**src/include/usbsif_consts.svh**
```systemverilog
/*
  Register offsets, field positions and timing counts for the USB suspend,
  interrupt and frame-number block. Assumes a 125 MHz clock.
*/
`ifndef USBSIF_CONSTS_SVH
`define USBSIF_CONSTS_SVH

// Register offsets (byte index on the plain register port)
`define USBSIF_OFS_FRAME_LOW   4'h0
`define USBSIF_OFS_FRAME_HIGH  4'h1
`define USBSIF_OFS_EP0_DATA    4'h2
`define USBSIF_OFS_EP1_DATA    4'h3
`define USBSIF_OFS_EP2_DATA    4'h4
`define USBSIF_OFS_EP3_DATA    4'h5
`define USBSIF_OFS_STATUS      4'h6
`define USBSIF_OFS_CLOCK_CTRL  4'h7
`define USBSIF_OFS_IRQ_ENABLE  4'h8
`define USBSIF_OFS_EP_FLAGS    4'h9

// Status register fields
`define USBSIF_ST_IDLE_BIT     0
`define USBSIF_ST_RESUME_BIT   1
`define USBSIF_ST_RESET_BIT    2
`define USBSIF_ST_WAKE_BIT     3

// Clock control register fields
`define USBSIF_CC_CLKEN_BIT    0
`define USBSIF_CC_LOWPWR_BIT   1

// Interrupt enable register fields
`define USBSIF_IE_SOF_BIT      4
`define USBSIF_IE_RESET_BIT    5

`define USBSIF_EP_BASE         4'h2
`define USBSIF_FRAME_HIGH_W    3

// Idle time before suspend
`define USBSIF_IDLE_TIME_US    3000
`define USBSIF_CLK_MHZ         125
`define USBSIF_IDLE_CYCLES     (`USBSIF_IDLE_TIME_US * `USBSIF_CLK_MHZ)

`endif

```
**src/include/usbsif_pkg.sv**
```systemverilog
/*
  Types shared by the USB suspend, interrupt and frame-number block.
  Assumes the consts header is included where offsets are needed.
*/
`default_nettype none
package usbsif_pkg;
  typedef enum logic [1:0] {
    ST_ACTIVE,
    ST_SUSPENDED,
    ST_LEAVING
  } usbsif_link_e;

  typedef struct packed {
    logic       sof_valid;
    logic [10:0] frame;
    logic       activity;
    logic       resume;
    logic       bus_reset;
  } usbsif_bus_s;

  typedef struct packed {
    logic [3:0] addr;
    logic [7:0] wdata;
    logic       wr;
    logic       rd;
  } usbsif_req_s;
endpackage
`default_nettype wire

```
**src/hdl/usbsif_ep_mem.sv**
```systemverilog
/*
  Four byte-wide endpoint data ports with registered read data.
  Assumes one access per cycle from the register port.
*/
`default_nettype none
module usbsif_ep_mem (
  input  wire logic       clk,
  input  wire logic       wr,
  input  wire logic [1:0] waddr,
  input  wire logic [7:0] wdata,
  input  wire logic [1:0] raddr,
  output var  logic [7:0] rdata
);
  logic [7:0] mem_reg [4];

  // Contents undefined after reset
  always_ff @(posedge clk) begin
    if (wr) begin
      mem_reg[waddr] <= wdata;
    end
    rdata <= mem_reg[raddr];
  end
endmodule
`default_nettype wire

```
**src/hdl/usbsif_idle_timer.sv**
```systemverilog
/*
  Bus idle timer: pulses once when no activity has been seen for the
  idle time. Assumes activity is a synchronous level or pulse.
*/
`default_nettype none
`include "usbsif_consts.svh"
module usbsif_idle_timer #(
  parameter int unsigned IDLE_CYCLES = `USBSIF_IDLE_CYCLES
) (
  input  wire logic clk,
  input  wire logic srst,
  input  wire logic activity,
  input  wire logic armed,
  output var  logic expired
);
  logic [19:0] cnt_reg;
  logic [19:0] cnt_next;
  logic        exp_next;

  always_comb begin
    cnt_next = cnt_reg;
    exp_next = 1'b0;
    if (activity || !armed) begin
      cnt_next = 20'h0;
    end else if (cnt_reg == 20'(IDLE_CYCLES)) begin
      exp_next = 1'b1;
      cnt_next = cnt_reg + 20'h1;
    end else if (cnt_reg < 20'(IDLE_CYCLES)) begin
      cnt_next = cnt_reg + 20'h1;
    end
  end

  always_ff @(posedge clk) begin
    if (srst) begin
      cnt_reg <= 20'h0;
      expired <= 1'b0;
    end else begin
      cnt_reg <= cnt_next;
      expired <= exp_next;
    end
  end
endmodule
`default_nettype wire

```
**src/hdl/usbsif_top.sv**
```systemverilog
/*
  USB device status block: frame number capture, endpoint data ports,
  suspend/resume/remote wake-up and the USB interrupt toward the MCU.
  Assumes the serial engine supplies decoded bus events on clk.
*/
// Local design decisions: the placing of the registers and the plain strobed port.
`default_nettype none
`include "usbsif_consts.svh"
module usbsif_top #(
  parameter int unsigned IDLE_CYCLES = `USBSIF_IDLE_CYCLES
) (
  input  wire logic                 clk,
  input  wire logic                 srst,
  input  wire usbsif_pkg::usbsif_req_s req,
  output var  logic [7:0]           rdata,
  input  wire usbsif_pkg::usbsif_bus_s bus,
  input  wire logic                 global_irq_en,
  input  wire logic                 mcu_usb_irq_en,
  output var  logic                 usb_irq,
  output var  logic                 remote_wake_pulse,
  output var  logic                 usb_clock_enable,
  output var  logic                 low_power_idle
);
  usbsif_pkg::usbsif_link_e state_reg, state_next;
  logic [7:0]  frame_count_low_reg, frame_count_low_next;
  logic [2:0]  frame_count_high_reg, frame_count_high_next;
  logic        bus_idle_flag_reg, bus_idle_flag_next;
  logic        resume_flag_reg, resume_flag_next;
  logic        reset_flag_reg, reset_flag_next;
  logic        remote_wake_request_reg, remote_wake_request_next;
  logic        clk_en_reg, clk_en_next;
  logic        lowpwr_reg, lowpwr_next;
  logic [5:0]  irq_en_reg, irq_en_next;
  logic [3:0]  ep_flag_reg, ep_flag_next;
  logic        irq_next;
  logic        wake_next;
  logic [7:0]  rdata_next;
  logic [7:0]  rdata_reg;
  logic        ep_rd_pending_reg;
  logic [7:0]  ep_rdata;
  logic        idle_expired;
  logic        ep_hit;
  logic [1:0]  ep_idx;
  logic [3:0]  ep_access;

  function automatic logic is_ep(input logic [3:0] a);
    is_ep = (a >= `USBSIF_EP_BASE) && (a < `USBSIF_EP_BASE + 4'h4);
  endfunction

  assign ep_hit = is_ep(req.addr);
  assign ep_idx = 2'(req.addr - `USBSIF_EP_BASE);

  // Access flags per endpoint, one decoder per port
  genvar g;
  generate
    for (g = 0; g < 4; g++) begin : g_ep
      assign ep_access[g] = (req.wr || req.rd) && ep_hit && (ep_idx == 2'(g));
    end
  endgenerate

  usbsif_ep_mem u_mem (
    .clk   (clk),
    .wr    (req.wr && ep_hit),
    .waddr (ep_idx),
    .wdata (req.wdata),
    .raddr (ep_idx),
    .rdata (ep_rdata)
  );

  usbsif_idle_timer #(.IDLE_CYCLES(IDLE_CYCLES)) u_idle (
    .clk      (clk),
    .srst     (srst),
    .activity (bus.activity || bus.sof_valid),
    .armed    (state_reg == usbsif_pkg::ST_ACTIVE),
    .expired  (idle_expired)
  );

  // Frame number capture
  always_comb begin
    frame_count_low_next  = frame_count_low_reg;
    frame_count_high_next = frame_count_high_reg;
    if (bus.sof_valid) begin
      frame_count_low_next  = bus.frame[7:0];
      frame_count_high_next = bus.frame[10:8];
    end
  end

  always_ff @(posedge clk) begin
    frame_count_low_reg  <= frame_count_low_next;
    frame_count_high_reg <= frame_count_high_next;
  end

  // Suspend state and flags
  always_comb begin
    state_next         = state_reg;
    bus_idle_flag_next = bus_idle_flag_reg;
    resume_flag_next   = resume_flag_reg;
    wake_next          = 1'b0;
    case (state_reg)
      usbsif_pkg::ST_ACTIVE: begin
        if (idle_expired) begin
          state_next         = usbsif_pkg::ST_SUSPENDED;
          bus_idle_flag_next = 1'b1;
        end
      end
      usbsif_pkg::ST_SUSPENDED: begin
        if (bus.resume) begin
          resume_flag_next = 1'b1;
          state_next       = usbsif_pkg::ST_LEAVING;
        end else if (remote_wake_request_reg) begin
          wake_next = 1'b1;
        end
      end
      usbsif_pkg::ST_LEAVING: begin
        if (bus.activity || bus.sof_valid) begin
          state_next         = usbsif_pkg::ST_ACTIVE;
          bus_idle_flag_next = 1'b0;
          resume_flag_next   = 1'b0;
        end
      end
      default: begin
        state_next = usbsif_pkg::ST_ACTIVE;
      end
    endcase
  end

  // Software control and flags
  always_comb begin
    clk_en_next              = clk_en_reg;
    lowpwr_next              = lowpwr_reg;
    irq_en_next              = irq_en_reg;
    remote_wake_request_next = remote_wake_request_reg;
    ep_flag_next             = ep_flag_reg;
    reset_flag_next          = reset_flag_reg;
    if (req.wr) begin
      case (req.addr)
        `USBSIF_OFS_CLOCK_CTRL: begin
          clk_en_next = req.wdata[`USBSIF_CC_CLKEN_BIT];
          lowpwr_next = req.wdata[`USBSIF_CC_LOWPWR_BIT];
        end
        `USBSIF_OFS_STATUS: begin
          remote_wake_request_next = req.wdata[`USBSIF_ST_WAKE_BIT];
          if (req.wdata[`USBSIF_ST_RESET_BIT]) begin
            reset_flag_next = 1'b0;
          end
        end
        `USBSIF_OFS_IRQ_ENABLE: begin
          irq_en_next = req.wdata[5:0];
        end
        `USBSIF_OFS_EP_FLAGS: begin
          ep_flag_next = ep_flag_reg & ~req.wdata[3:0];
        end
        default: begin
        end
      endcase
    end
    // Hardware sets win over software clears
    ep_flag_next = ep_flag_next | ep_access;
    if (bus.bus_reset) begin
      reset_flag_next = 1'b1;
    end
  end

  // Interrupt pulse and read data
  always_comb begin
    irq_next = 1'b0;
    if ((state_reg == usbsif_pkg::ST_ACTIVE && idle_expired) ||
        (state_reg == usbsif_pkg::ST_SUSPENDED && bus.resume)) begin
      irq_next = 1'b1;
    end
    if (bus.bus_reset && irq_en_reg[`USBSIF_IE_RESET_BIT]) begin
      irq_next = 1'b1;
    end
    if (|(ep_access & irq_en_reg[3:0])) begin
      irq_next = 1'b1;
    end
    if (bus.sof_valid && irq_en_reg[`USBSIF_IE_SOF_BIT]) begin
      irq_next = 1'b1;
    end
    irq_next = irq_next && global_irq_en && mcu_usb_irq_en;
    rdata_next = 8'h00;
    if (req.rd) begin
      case (req.addr)
        `USBSIF_OFS_FRAME_LOW:  rdata_next = frame_count_low_reg;
        `USBSIF_OFS_FRAME_HIGH: rdata_next = {5'h00, frame_count_high_reg};
        `USBSIF_OFS_STATUS: begin
          rdata_next = {4'h0, remote_wake_request_reg, reset_flag_reg,
                        resume_flag_reg, bus_idle_flag_reg};
        end
        `USBSIF_OFS_CLOCK_CTRL: rdata_next = {6'h00, lowpwr_reg, clk_en_reg};
        `USBSIF_OFS_IRQ_ENABLE: rdata_next = {2'h0, irq_en_reg};
        `USBSIF_OFS_EP_FLAGS:   rdata_next = {4'h0, ep_flag_reg};
        default:                rdata_next = 8'h00;
      endcase
    end
  end

  always_ff @(posedge clk) begin
    if (srst) begin
      state_reg               <= usbsif_pkg::ST_ACTIVE;
      bus_idle_flag_reg       <= 1'b0;
      resume_flag_reg         <= 1'b0;
      reset_flag_reg          <= 1'b0;
      remote_wake_request_reg <= 1'b0;
      clk_en_reg              <= 1'b0;
      lowpwr_reg              <= 1'b0;
      irq_en_reg              <= 6'h00;
      ep_flag_reg             <= 4'h0;
      usb_irq                 <= 1'b0;
      remote_wake_pulse       <= 1'b0;
      usb_clock_enable        <= 1'b0;
      low_power_idle          <= 1'b0;
      ep_rd_pending_reg       <= 1'b0;
      rdata_reg               <= 8'h00;
    end else begin
      state_reg               <= state_next;
      bus_idle_flag_reg       <= bus_idle_flag_next;
      resume_flag_reg         <= resume_flag_next;
      reset_flag_reg          <= reset_flag_next;
      remote_wake_request_reg <= remote_wake_request_next;
      clk_en_reg              <= clk_en_next;
      lowpwr_reg              <= lowpwr_next;
      irq_en_reg              <= irq_en_next;
      ep_flag_reg             <= ep_flag_next;
      usb_irq                 <= irq_next;
      remote_wake_pulse       <= wake_next;
      usb_clock_enable        <= clk_en_next;
      // Low power only applies outside the active state (suspended or leaving)
      low_power_idle          <= lowpwr_next && (state_next != usbsif_pkg::ST_ACTIVE);
      ep_rd_pending_reg       <= req.rd && ep_hit;
      rdata_reg               <= rdata_next;
    end
  end

  // Endpoint reads take the memory's registered byte
  assign rdata = ep_rd_pending_reg ? ep_rdata : rdata_reg;

  a_idle_sets_flag: assert property (@(posedge clk) disable iff (srst)
    (state_reg == usbsif_pkg::ST_ACTIVE && idle_expired) |=>
      bus_idle_flag_reg && (usb_irq == $past(global_irq_en && mcu_usb_irq_en)))
    else $error("idle expiry did not set idle flag");
  a_resume_sets_flag: assert property (@(posedge clk) disable iff (srst)
    (state_reg == usbsif_pkg::ST_SUSPENDED && bus.resume) |=> resume_flag_reg)
    else $error("resume not flagged");
  a_flags_clear_together: assert property (@(posedge clk) disable iff (srst)
    $fell(bus_idle_flag_reg) |-> $fell(resume_flag_reg))
    else $error("suspend and resume flags cleared apart");
  a_wake_only_suspended: assert property (@(posedge clk) disable iff (srst)
    remote_wake_pulse |-> $past(state_reg) == usbsif_pkg::ST_SUSPENDED)
    else $error("wake pulse outside suspend");
  a_wake_on_request: assert property (@(posedge clk) disable iff (srst)
    (state_reg == usbsif_pkg::ST_SUSPENDED && remote_wake_request_reg && !bus.resume)
      |=> remote_wake_pulse)
    else $error("wake request ignored in suspend");
  a_ep_flag_set: assert property (@(posedge clk) disable iff (srst)
    |ep_access |=> (ep_flag_reg & $past(ep_access)) == $past(ep_access))
    else $error("endpoint access flag not set");
  a_irq_gated_global: assert property (@(posedge clk) disable iff (srst)
    usb_irq |-> $past(global_irq_en && mcu_usb_irq_en))
    else $error("interrupt without global enable");
  a_frame_high_zero: assert property (@(posedge clk) disable iff (srst)
    $past(req.rd && req.addr == `USBSIF_OFS_FRAME_HIGH) |-> rdata[7:3] == 5'h00)
    else $error("frame high upper bits not zero");
  a_frame_capture: assert property (@(posedge clk) disable iff (srst)
    bus.sof_valid |=> {frame_count_high_reg, frame_count_low_reg} == $past(bus.frame))
    else $error("frame number not captured");
  a_sof_irq: assert property (@(posedge clk) disable iff (srst)
    (bus.sof_valid && irq_en_reg[`USBSIF_IE_SOF_BIT] && global_irq_en && mcu_usb_irq_en)
      |=> usb_irq)
    else $error("sof interrupt missing");
  a_low_power_sel: assert property (@(posedge clk) disable iff (srst)
    low_power_idle == (lowpwr_reg && state_reg != usbsif_pkg::ST_ACTIVE))
    else $error("low power select outside suspend");
  a_reset_irq: assert property (@(posedge clk) disable iff (srst)
    (bus.bus_reset && irq_en_reg[`USBSIF_IE_RESET_BIT] && global_irq_en && mcu_usb_irq_en)
      |=> usb_irq && reset_flag_reg)
    else $error("bus reset interrupt missing");
  a_resume_read_only: assert property (@(posedge clk) disable iff (srst)
    $rose(resume_flag_reg) |-> $past(bus.resume))
    else $error("resume flag set without bus resume");
endmodule
`default_nettype wire

```
**config.mk**
```make
export PLATFORM = sky130hd
export DESIGN_NAME = usbsif_top
export DESIGN_NICKNAME = d
export VERILOG_FILES = /design/src/include/usbsif_pkg.sv /design/src/hdl/usbsif_ep_mem.sv /design/src/hdl/usbsif_idle_timer.sv /design/src/hdl/usbsif_top.sv
export VERILOG_INCLUDE_DIRS = /design/src /design/src/include
export SDC_FILE = /design/constraint.sdc
export NUM_CORES = 1
export LEC_CHECK = 0
export ABC_AREA = 1
export BUFFER_PORTS_ARGS = -buffer_cell sky130_fd_sc_hd__buf_2
export CORE_MARGIN = 2
export CORE_UTILIZATION = 40
export DETAILED_ROUTE_END_ITERATION = 10
export PLACE_DENSITY = 0.55
export SYNTH_ARGS = -nofsm -noshare
export SYNTH_HDL_FRONTEND = slang
export SYNTH_SLANG_ARGS = --single-unit
```
**constraint.sdc**
```tcl
create_clock -name clk -period 3.01 [get_ports clk]
set_input_delay 0.1505 -clock clk [delete_from_list [all_inputs] [get_ports clk]]
set_output_delay 0.1505 -clock clk [all_outputs]
set_load 0.1 [all_outputs]
```
==> metrics.yaml, run 1 <==
global_routing:
  grt_pass1_vias: 3365
  grt_antenna_before_repair: 0
  overflow: 0
  grtUsageTotal: 0.184
  grt_max_degree: 22
  grt_pass1_wl_um: 16500
clocking:
  ctsHoldBuffers: 13
  htreeDepth: 3
  clock_latency_ns: 0.37
  cts_buffers: 9
  clockBufferDepth: 2
  ctsRootBufferMaster: "clkbuf_8"
  cts.sinks: 102
  cts_tree: "built"
  cts-resized-gates: 0
  post_cts_buffers: 0
  path_clk_slew_ns: 0.12
layout:
  antennaDiodeCount: 0
  nFillCells: 1080
  final_cells: 692
  largest_register_ffs: 32
  area_growth_pct: 15.3
  drive_above_1_share: 0.138
  final_core_util: 0.468
  layout.nets: 582
floorplan:
  start_util: 0.405
  die_w_um: 108
  ios: 45
  placementRows: 38
  die-area_um2: 11700
  chipHeight_um: 108
  coreArea_um2: 10700
setup_path:
  cp.required_ns: 3.23
  r2r_cells: 9
  r2r_end: "u_idle.cnt_reg[13]$_SDFFE_PP0P_"
  r2r_setup_slack_ns: 1.07
  end_kind: "register"
  critPathKind: "reg2reg"
  cp_max_fo: 20
  worstPathCellList: "nand2_1 -> inv_1 -> nand2_1 -> nor2_2 -> nand3_1 -> nand3_2 -> nand2_2 -> nand2_1 -> a21oi_1"
  crit_path_frequent_cell: "nand2_1"
  crit_path_start_kind: "register"
  critical_path.slowest_cell: "dfxtp_1"
  cp_slowest_stage_delay_ns: 0.43
  cp_top_family: "simple AND/OR/NAND/NOR gates"
  arrival_ns: 2.16
  rr_startpoint: "u_idle.cnt_reg[12]$_SDFFE_PP0P_"
  cp_num_buf_inv: 1
placement:
  gp_congestion: 0.853
  dp_hpwl_um: 7090
  place_ws_ns: 1.04
  place_inst: 663
  port_buffers: 44
flow_run:
  cap_viol_max_count: 0
synthesis:
  synth.avg_cell_area_um2: 8.82
  yosysMostFrequentCell: "nand2_1"
  synth-edff-count: 43
  synth_commonest_cells: "nand2_1 (124), dfxtp_1 (59), nor2_1 (50), edfxtp_1 (43), nand3_1 (43)"
  syn_inst: 492
  synth_area_leader_cell: "edfxtp_1"
  ys_async_sr_fraction: 0
  syn-num-nets: 527
  syn_area_um2: 4340
  yosysWarnings: 0
  seq_area_frac_synth: 0.570
  synth_area_leaders: "edfxtp_1 (30%), dfxtp_1 (27%), nand2_1 (11%), nand3_1 (5.0%), a21oi_1 (4.6%)"
  synth.distinct_cells: 27
  ys_ff_latch: 102
  yosysTopAreaCellShare: 0.298
  synthFlopType: "dfxtp_1"
routing:
  remaining_drc_errors: 0
  viasPerCell: 4.95
  detail-route-antenna-nets: 0
  routed_wl_um: 10100
  wire_per_inst_um: 14.6
  vias: 3424
  dr.pass1.iters: 4
  first_iter_violations: 146
timing:
  period_needed_ns: 1.94
  fin_ws_ns: 1.07
  max_freq_mhz: 515
  drv_slew: 0
  finalCritPeriodShare: 0.645
  rsz0062_at_grt: "false"
  setup_viol: 0
  tightest_slew_ns: 0.857
  hold_viol: 0
  finClkSkew_ns: 0.0118
  relSlewSlack: 0.427
  setup-tns-final_ns: 0
hold_path:
  min_from: "req[7]"
  whs_path_depth: 1
  worstHoldEndpoint: "u_mem.mem_reg[2][5]$_DFFE_PP_"
  min_path_type: "in2reg"
pwr:
  total_power_uw: 2510
  power.leakage_uw: 0.00190
  powerDensity_nw_per_um2: 501
  ir_drop_mv: 0.241
outcome:
  status: "completed"
-- per-layer routing --
metal	GRT usage	up-vias	share of wire
li1	-	1747	-
met1	0.238	1607	0.47
met2	0.319	58	0.48
met3	0.0410	12	0.038
met4	0.0375	0	0.011
met5	0	-	0
-- cells by family after synthesis --
logic type | count (synthesis) | synth area share
flip-flops | 102 | 0.570
adder cells (fa/ha/maj) | 2 | 0.00577
AO/OA/AOI/OAI | 76 | 0.0972
XOR/XNOR | 15 | 0.0303
buffers and inverters | 59 | 0.0562
AND/OR/NAND/NOR | 230 | 0.220
multiplexers | 8 | 0.0208
-- worst reg2reg max path, cell delays in order, from the launching register on --
cell and delay, ns:
dfxtp_1 0.43, nand2_1 0.11, inv_1 0.07, nand2_1 0.06, nor2_2 0.12, nand3_1 0.11, nand3_2 0.35, nand2_2 0.35
nand2_1 0.15, a21oi_1 0.07
-- worst max-delay path by stage --
stage / end / depth (start not counted) / from / slack (ns)
after floorplan: u_mem.mem_reg[2][0]$_DFFE_PP_ / 6 / req[11] / 1.48
after global placement: u_idle.cnt_reg[13]$_SDFFE_PP0P_ / 9 / u_idle.cnt_reg[12]$_SDFFE_PP0P_ / 1.10
after detailed placement: u_idle.cnt_reg[2]$_SDFFE_PP0P_ / 9 / u_idle.cnt_reg[12]$_SDFFE_PP0P_ / 1.04
after CTS: u_idle.cnt_reg[11]$_SDFFE_PP0P_ / 9 / u_idle.cnt_reg[12]$_SDFFE_PP0P_ / 1.03
after global routing: u_idle.cnt_reg[7]$_SDFFE_PP0P_ / 9 / u_idle.cnt_reg[13]$_SDFFE_PP0P_ / 0.73
final: u_idle.cnt_reg[13]$_SDFFE_PP0P_ / 9 / u_idle.cnt_reg[12]$_SDFFE_PP0P_ / 1.07
-- placed cells by master (no fill, tap or decap), drive strengths merged --
cell         count
nand3b           3
xor2             9
buf             48
nand2          125
nand4            3
a41oi            1
mux2             8
dfxtp           59
nand3           44
edfxtp          43
ha               2
inv             45
xnor2            6
a31oi            3
nor3             3
clkbuf           9
clkinv           3
a21oi           40
dlygate4sd3     13
o21ai           19
a22oi           12
a311oi           1
clkinvlp         1
nor2            52
-- power by group --
| part | switching, uW | total [uW] | internal, uW |
|---|---|---|---|
| clock network | 523 | 850 | 327 |
| registers | 15.1 | 1490 | 1480 |
| logic | 109 | 161 | 52.2 |
| total | 647 | 2510 | 1860 |
-- area by class of cell --
cell class                 instances  area (um2)  share of cell area
sequential                       102        2470               0.494
multi-input combinational        331        1620               0.324
timing repair buffer              61         380              0.0760
tap                              140         175              0.0350
inverter                          42         158              0.0315
clock buffer                       9         124              0.0248
clock inverter                     7        72.6              0.0145
-- metrics by stage --
step / hold WS (ns) / area (um2)
final: 0.0281 / 5000
after global routing: 0.0127 / 5000
after CTS: 0.0136 / 5000
after detailed placement: 0.330 / 4680
after global placement: 0.328 / 4680
after floorplan: 0.249 / 4340
Power figures use the tool's default switching activity.
==> run 2, diff against run 1 <==
--- a/config.mk
+++ b/config.mk
@@ -6,12 +6,12 @@
 export SDC_FILE = /design/constraint.sdc
 export NUM_CORES = 1
 export LEC_CHECK = 0
-export ABC_AREA = 1
+export ABC_AREA = 0
 export BUFFER_PORTS_ARGS = -buffer_cell sky130_fd_sc_hd__buf_2
 export CORE_MARGIN = 2
 export CORE_UTILIZATION = 40
 export DETAILED_ROUTE_END_ITERATION = 10
-export PLACE_DENSITY = 0.55
+export PLACE_DENSITY = 0.57
 export SYNTH_ARGS = -nofsm -noshare
 export SYNTH_HDL_FRONTEND = slang
 export SYNTH_SLANG_ARGS = --single-unit
==> constraint.sdc (replaced) <==
create_clock -name clk -period 1.65 [get_ports clk]
set_input_delay 0.0825 -clock clk [delete_from_list [all_inputs] [get_ports clk]]
set_output_delay 0.0825 -clock clk [all_outputs]
set_load 0.1 [all_outputs]
==> run 2 against run 1 <==
Effect of this change:
- the flow now finishes with violations (negative setup slack)
- power is 82% higher
- hold slack better by 0.0025 ns
- clock-buffer cell count stayed put
- clock skew hardly changed
- die area is 3.0% lower
- utilization is 5.9 points higher
- area after synthesis is 3.1% lower
- sequential cell count stayed put
- cell area is 8.2% higher
- register-to-register slack worse by 1.3 ns
- maximum frequency is 4.2% higher
- critical path type unchanged
- highest routed layer unchanged
==> metrics.yaml, run 2 <==
outcome:
  status: "finished, violations left"
  violations: "negative setup slack"
floorplan:
  placementRows: 37  # -2.6%
  die_w_um: 107  # -1.5%
  chipHeight_um: 107  # -1.5%
  coreArea_um2: 10300  # -3.9%
  die-area_um2: 11300  # -3.0%
  ios: 45  # unchanged
  start_util: 0.409  # +0.00356
synthesis:
  syn_area_um2: 4200  # -3.1%
  yosysWarnings: 0  # unchanged
  synth_area_leaders: "edfxtp_1 (31%), dfxtp_1 (28%), mux4_2 (4.8%), nor2_1 (3.7%), a21oi_1 (3.2%)"
  syn-num-nets: 404  # -23%
  yosysTopAreaCellShare: 0.307  # +0.00948
  synthFlopType: "dfxtp_1"
  ys_async_sr_fraction: 0  # unchanged
  yosysMostFrequentCell: "dfxtp_1"
  ys_ff_latch: 102  # unchanged
  seq_area_frac_synth: 0.588  # +0.0182
  synth-edff-count: 43  # unchanged
  syn_inst: 369  # -25%
  synth_area_leader_cell: "edfxtp_1"
  synth_commonest_cells: "dfxtp_1 (59), edfxtp_1 (43), nor2_1 (41), a21oi_1 (27), nand2_1 (25)"
  synth.avg_cell_area_um2: 11.4  # +29%
  synth.distinct_cells: 51  # +89%
timing:
  max_freq_mhz: 537  # +4.2%
  hold_viol: 0  # unchanged
  finalCritPeriodShare: 1.13  # +0.484
  relSlewSlack: 0.671  # +0.244
  drv_slew: 0  # unchanged
  setup_viol: 17  # +17
  finClkSkew_ns: 0.0116  # -0.000183 ns
  fin_ws_ns: -0.214  # -1.28 ns
  rsz0062_at_grt: "true"
  tightest_slew_ns: 0.497  # -0.360 ns
  period_needed_ns: 1.86  # -0.0788 ns
pwr:
  ir_drop_mv: 0.494  # +100%
  seqPwrFrac: 0.596  # about the same
  p_switching_uw: 1130  # +75%
  comb_power_share: 0.075  # +0.011
  p_int_uw: 3420  # +84%
  switching_share: 0.249  # -0.00957
  powerDensity_nw_per_um2: 841  # +68%
  power.leakage_uw: 0.00197  # +3.7%
  p_clk_frac: 0.329  # -0.010
global_routing:
  grt_pass1_vias: 3289  # -2.3%
  grt_max_degree: 20  # -9.1%
  grt_antenna_before_repair: 0  # unchanged
  grtUsageTotal: 0.185  # +0.000401
  grt_pass1_wl_um: 16200  # -1.5%
  overflow: 0  # unchanged
layout:
  layout_common_cells: "dfxtp_1 (55), buf_4 (50), buf_2 (44)"
  drive_above_1_share: 0.326  # +0.188
  largest_register_ffs: 32  # unchanged
  final_common_cell: "dfxtp_1"
  area_growth_pct: 28.7
  antennaDiodeCount: 0  # unchanged
  nFillCells: 964  # -11%
  finalInstanceArea_um2: 5410  # +8.2%
  layout.nets: 515  # -12%
routing:
  wl_met3_um: 379  # -1.3%
  first_iter_violations: 107  # -27%
  routed_wl_um: 9750  # -3.7%
  detail-route-antenna-nets: 0  # unchanged
  top_layer: "met4"
  wire_per_inst_um: 15.7  # +7.3%
  vias: 3224  # -5.8%
  wl_met1_um: 4590  # -2.8%
  remaining_drc_errors: 0  # unchanged
  viasPerCell: 5.19  # +4.9%
  dr_wl_met2_um: 4680  # -4.7%
  dr.pass1.iters: 4  # unchanged
flow_run:
  cap_viol_max_count: 0  # unchanged
clocking:
  cts_tree: "built"
  cts.sinks: 102  # unchanged
  htreeDepth: 3  # unchanged
  post_cts_buffers: 0  # unchanged
  clockBufferDepth: 2  # unchanged
  ctsRootBufferMaster: "clkbuf_8"
  path_clk_slew_ns: 0.10  # -0.02 ns
  clock_latency_ns: 0.36  # about the same
  cts_buffers: 9  # unchanged
placement:
  place_ws_ns: -0.196  # -1.24 ns
  dp_hpwl_um: 6950  # -2.0%
  port_buffers: 44  # unchanged
  dpl_cell_area_um2: 4930  # +5.4%
  gp_congestion: 0.874  # +2.4%
hold_path:
  min_path_type: "in2reg"
setup_path:
  end_kind: "register"
  cp_max_fo: 5  # -75%
  crit_path_start_kind: "register"
  critPathKind: "reg2reg"
  cp.required_ns: 1.92  # -1.31 ns
  arrival_ns: 2.13  # -0.03 ns
==> run 2: changes by cell type in the layout (fill, tap and decap cells not counted), sizes merged, moves of 11 or more <==
| cell | change |
|---|---|
| a21oi | -11 |
| buf | +50 |
| inv | -37 |
| nand2 | -100 |
| nand3 | -35 |
| nor2 | -11 |
==> run 2: worst max-delay path: stages (launching register included) <==
cell,delay [ns]
dfxtp_2,0.33
or4b_4,0.53
or3_4,0.38
o21ai_4,0.18
buf_6,0.14
a21boi_2,0.05
o21a_1,0.16
==> run 2: cell type report <==
| type | count | area, um2 | share of cell area |
|---|---|---|---|
| clock inverter | 7 | 68.8 | 0.0127 |
| sequential | 102 | 2480 | 0.458 |
| tap | 136 | 170 | 0.0314 |
| clock buffer | 9 | 124 | 0.0229 |
| inverter | 5 | 18.8 | 0.00347 |
| timing repair buffer | 116 | 821 | 0.152 |
| multi-input combinational | 246 | 1730 | 0.320 |
==> run 2: path summary, 6_finish.rpt <==
check / from / end / slack (ns) / depth (start not counted)
max: u_idle.cnt_reg[19]$_SDFFE_PP0P_ / u_idle.cnt_reg[2]$_SDFFE_PP0P_ / -0.21 / 6
min: srst / bus_idle_flag_reg$_SDFFE_PP0P_ / 0.03 / 2
min reg2reg: frame_count_low_reg[7]$_DFFE_PP_ / rdata_reg[7]$_SDFF_PP0_ / 0.45 / 1
max reg2reg: u_idle.cnt_reg[19]$_SDFFE_PP0P_ / u_idle.cnt_reg[2]$_SDFFE_PP0P_ / -0.21 / 6
==> run 2: metrics by stage <==
step | instances | util | total power (uW) | TNS [ns] | hold slack, ns
final | 621 | 0.527 | 4550 | -2.68 | 0.0305
after CTS | 620 | 0.521 | 4610 | -2.70 | 0.00697
after global placement | 586 | 0.479 | 3070 | -2.04 | 0.259
after detailed placement | 586 | 0.479 | 3080 | -2.41 | 0.261
after global routing | 621 | 0.527 | 4750 | -4.17 | 0.00520
after floorplan | 369 | - | 2940 | -1.55 | 0.181
==> run 2: cell families (layout without fill, tap and decap cells) <==
| logic type | after synthesis | after routing | share of synthesized area |
|---|---|---|---|
| adders and majority gates | 2 | 2 | 0.00595 |
| AOI/OAI and AO/OA | 80 | 80 | 0.122 |
| muxes | 29 | 29 | 0.0988 |
| xor gates and xnor gates | 3 | 3 | 0.00625 |
| buffers and inverters | 21 | 137 | 0.0205 |
| and+or+nand+nor | 132 | 132 | 0.158 |
| DFF | 102 | 102 | 0.588 |
==> run 2: repair_timing <==
| action | in CTS | in global routing |
|---|---|---|
| hold endpoints to repair | 29 | 0 |
| pin swaps | 5 | 9 |
| cloned | 0 | 1 |
| endpoints found under the setup margin | 26 | 23 |
| hold buffers | 18 | 0 |
| resized for setup | 15 | 13 |
==> run 2: metal layers <==
layer / GRT usage / up-vias
li1: - / 1594
met1: 0.241 / 1553
met2: 0.311 / 71
met3: 0.0380 / 6
met4: 0.0557 / 0
met5: 0 / -
==> run 2: power groups by stage <==
stage	combinational (uW)	sequential [uW]	clock, uW
floorplan	178	2760	0
global placement	302	2770	0
detailed placement	307	2770	0
CTS	342	2710	1550
global route	370	2720	1670
finish	342	2710	1500
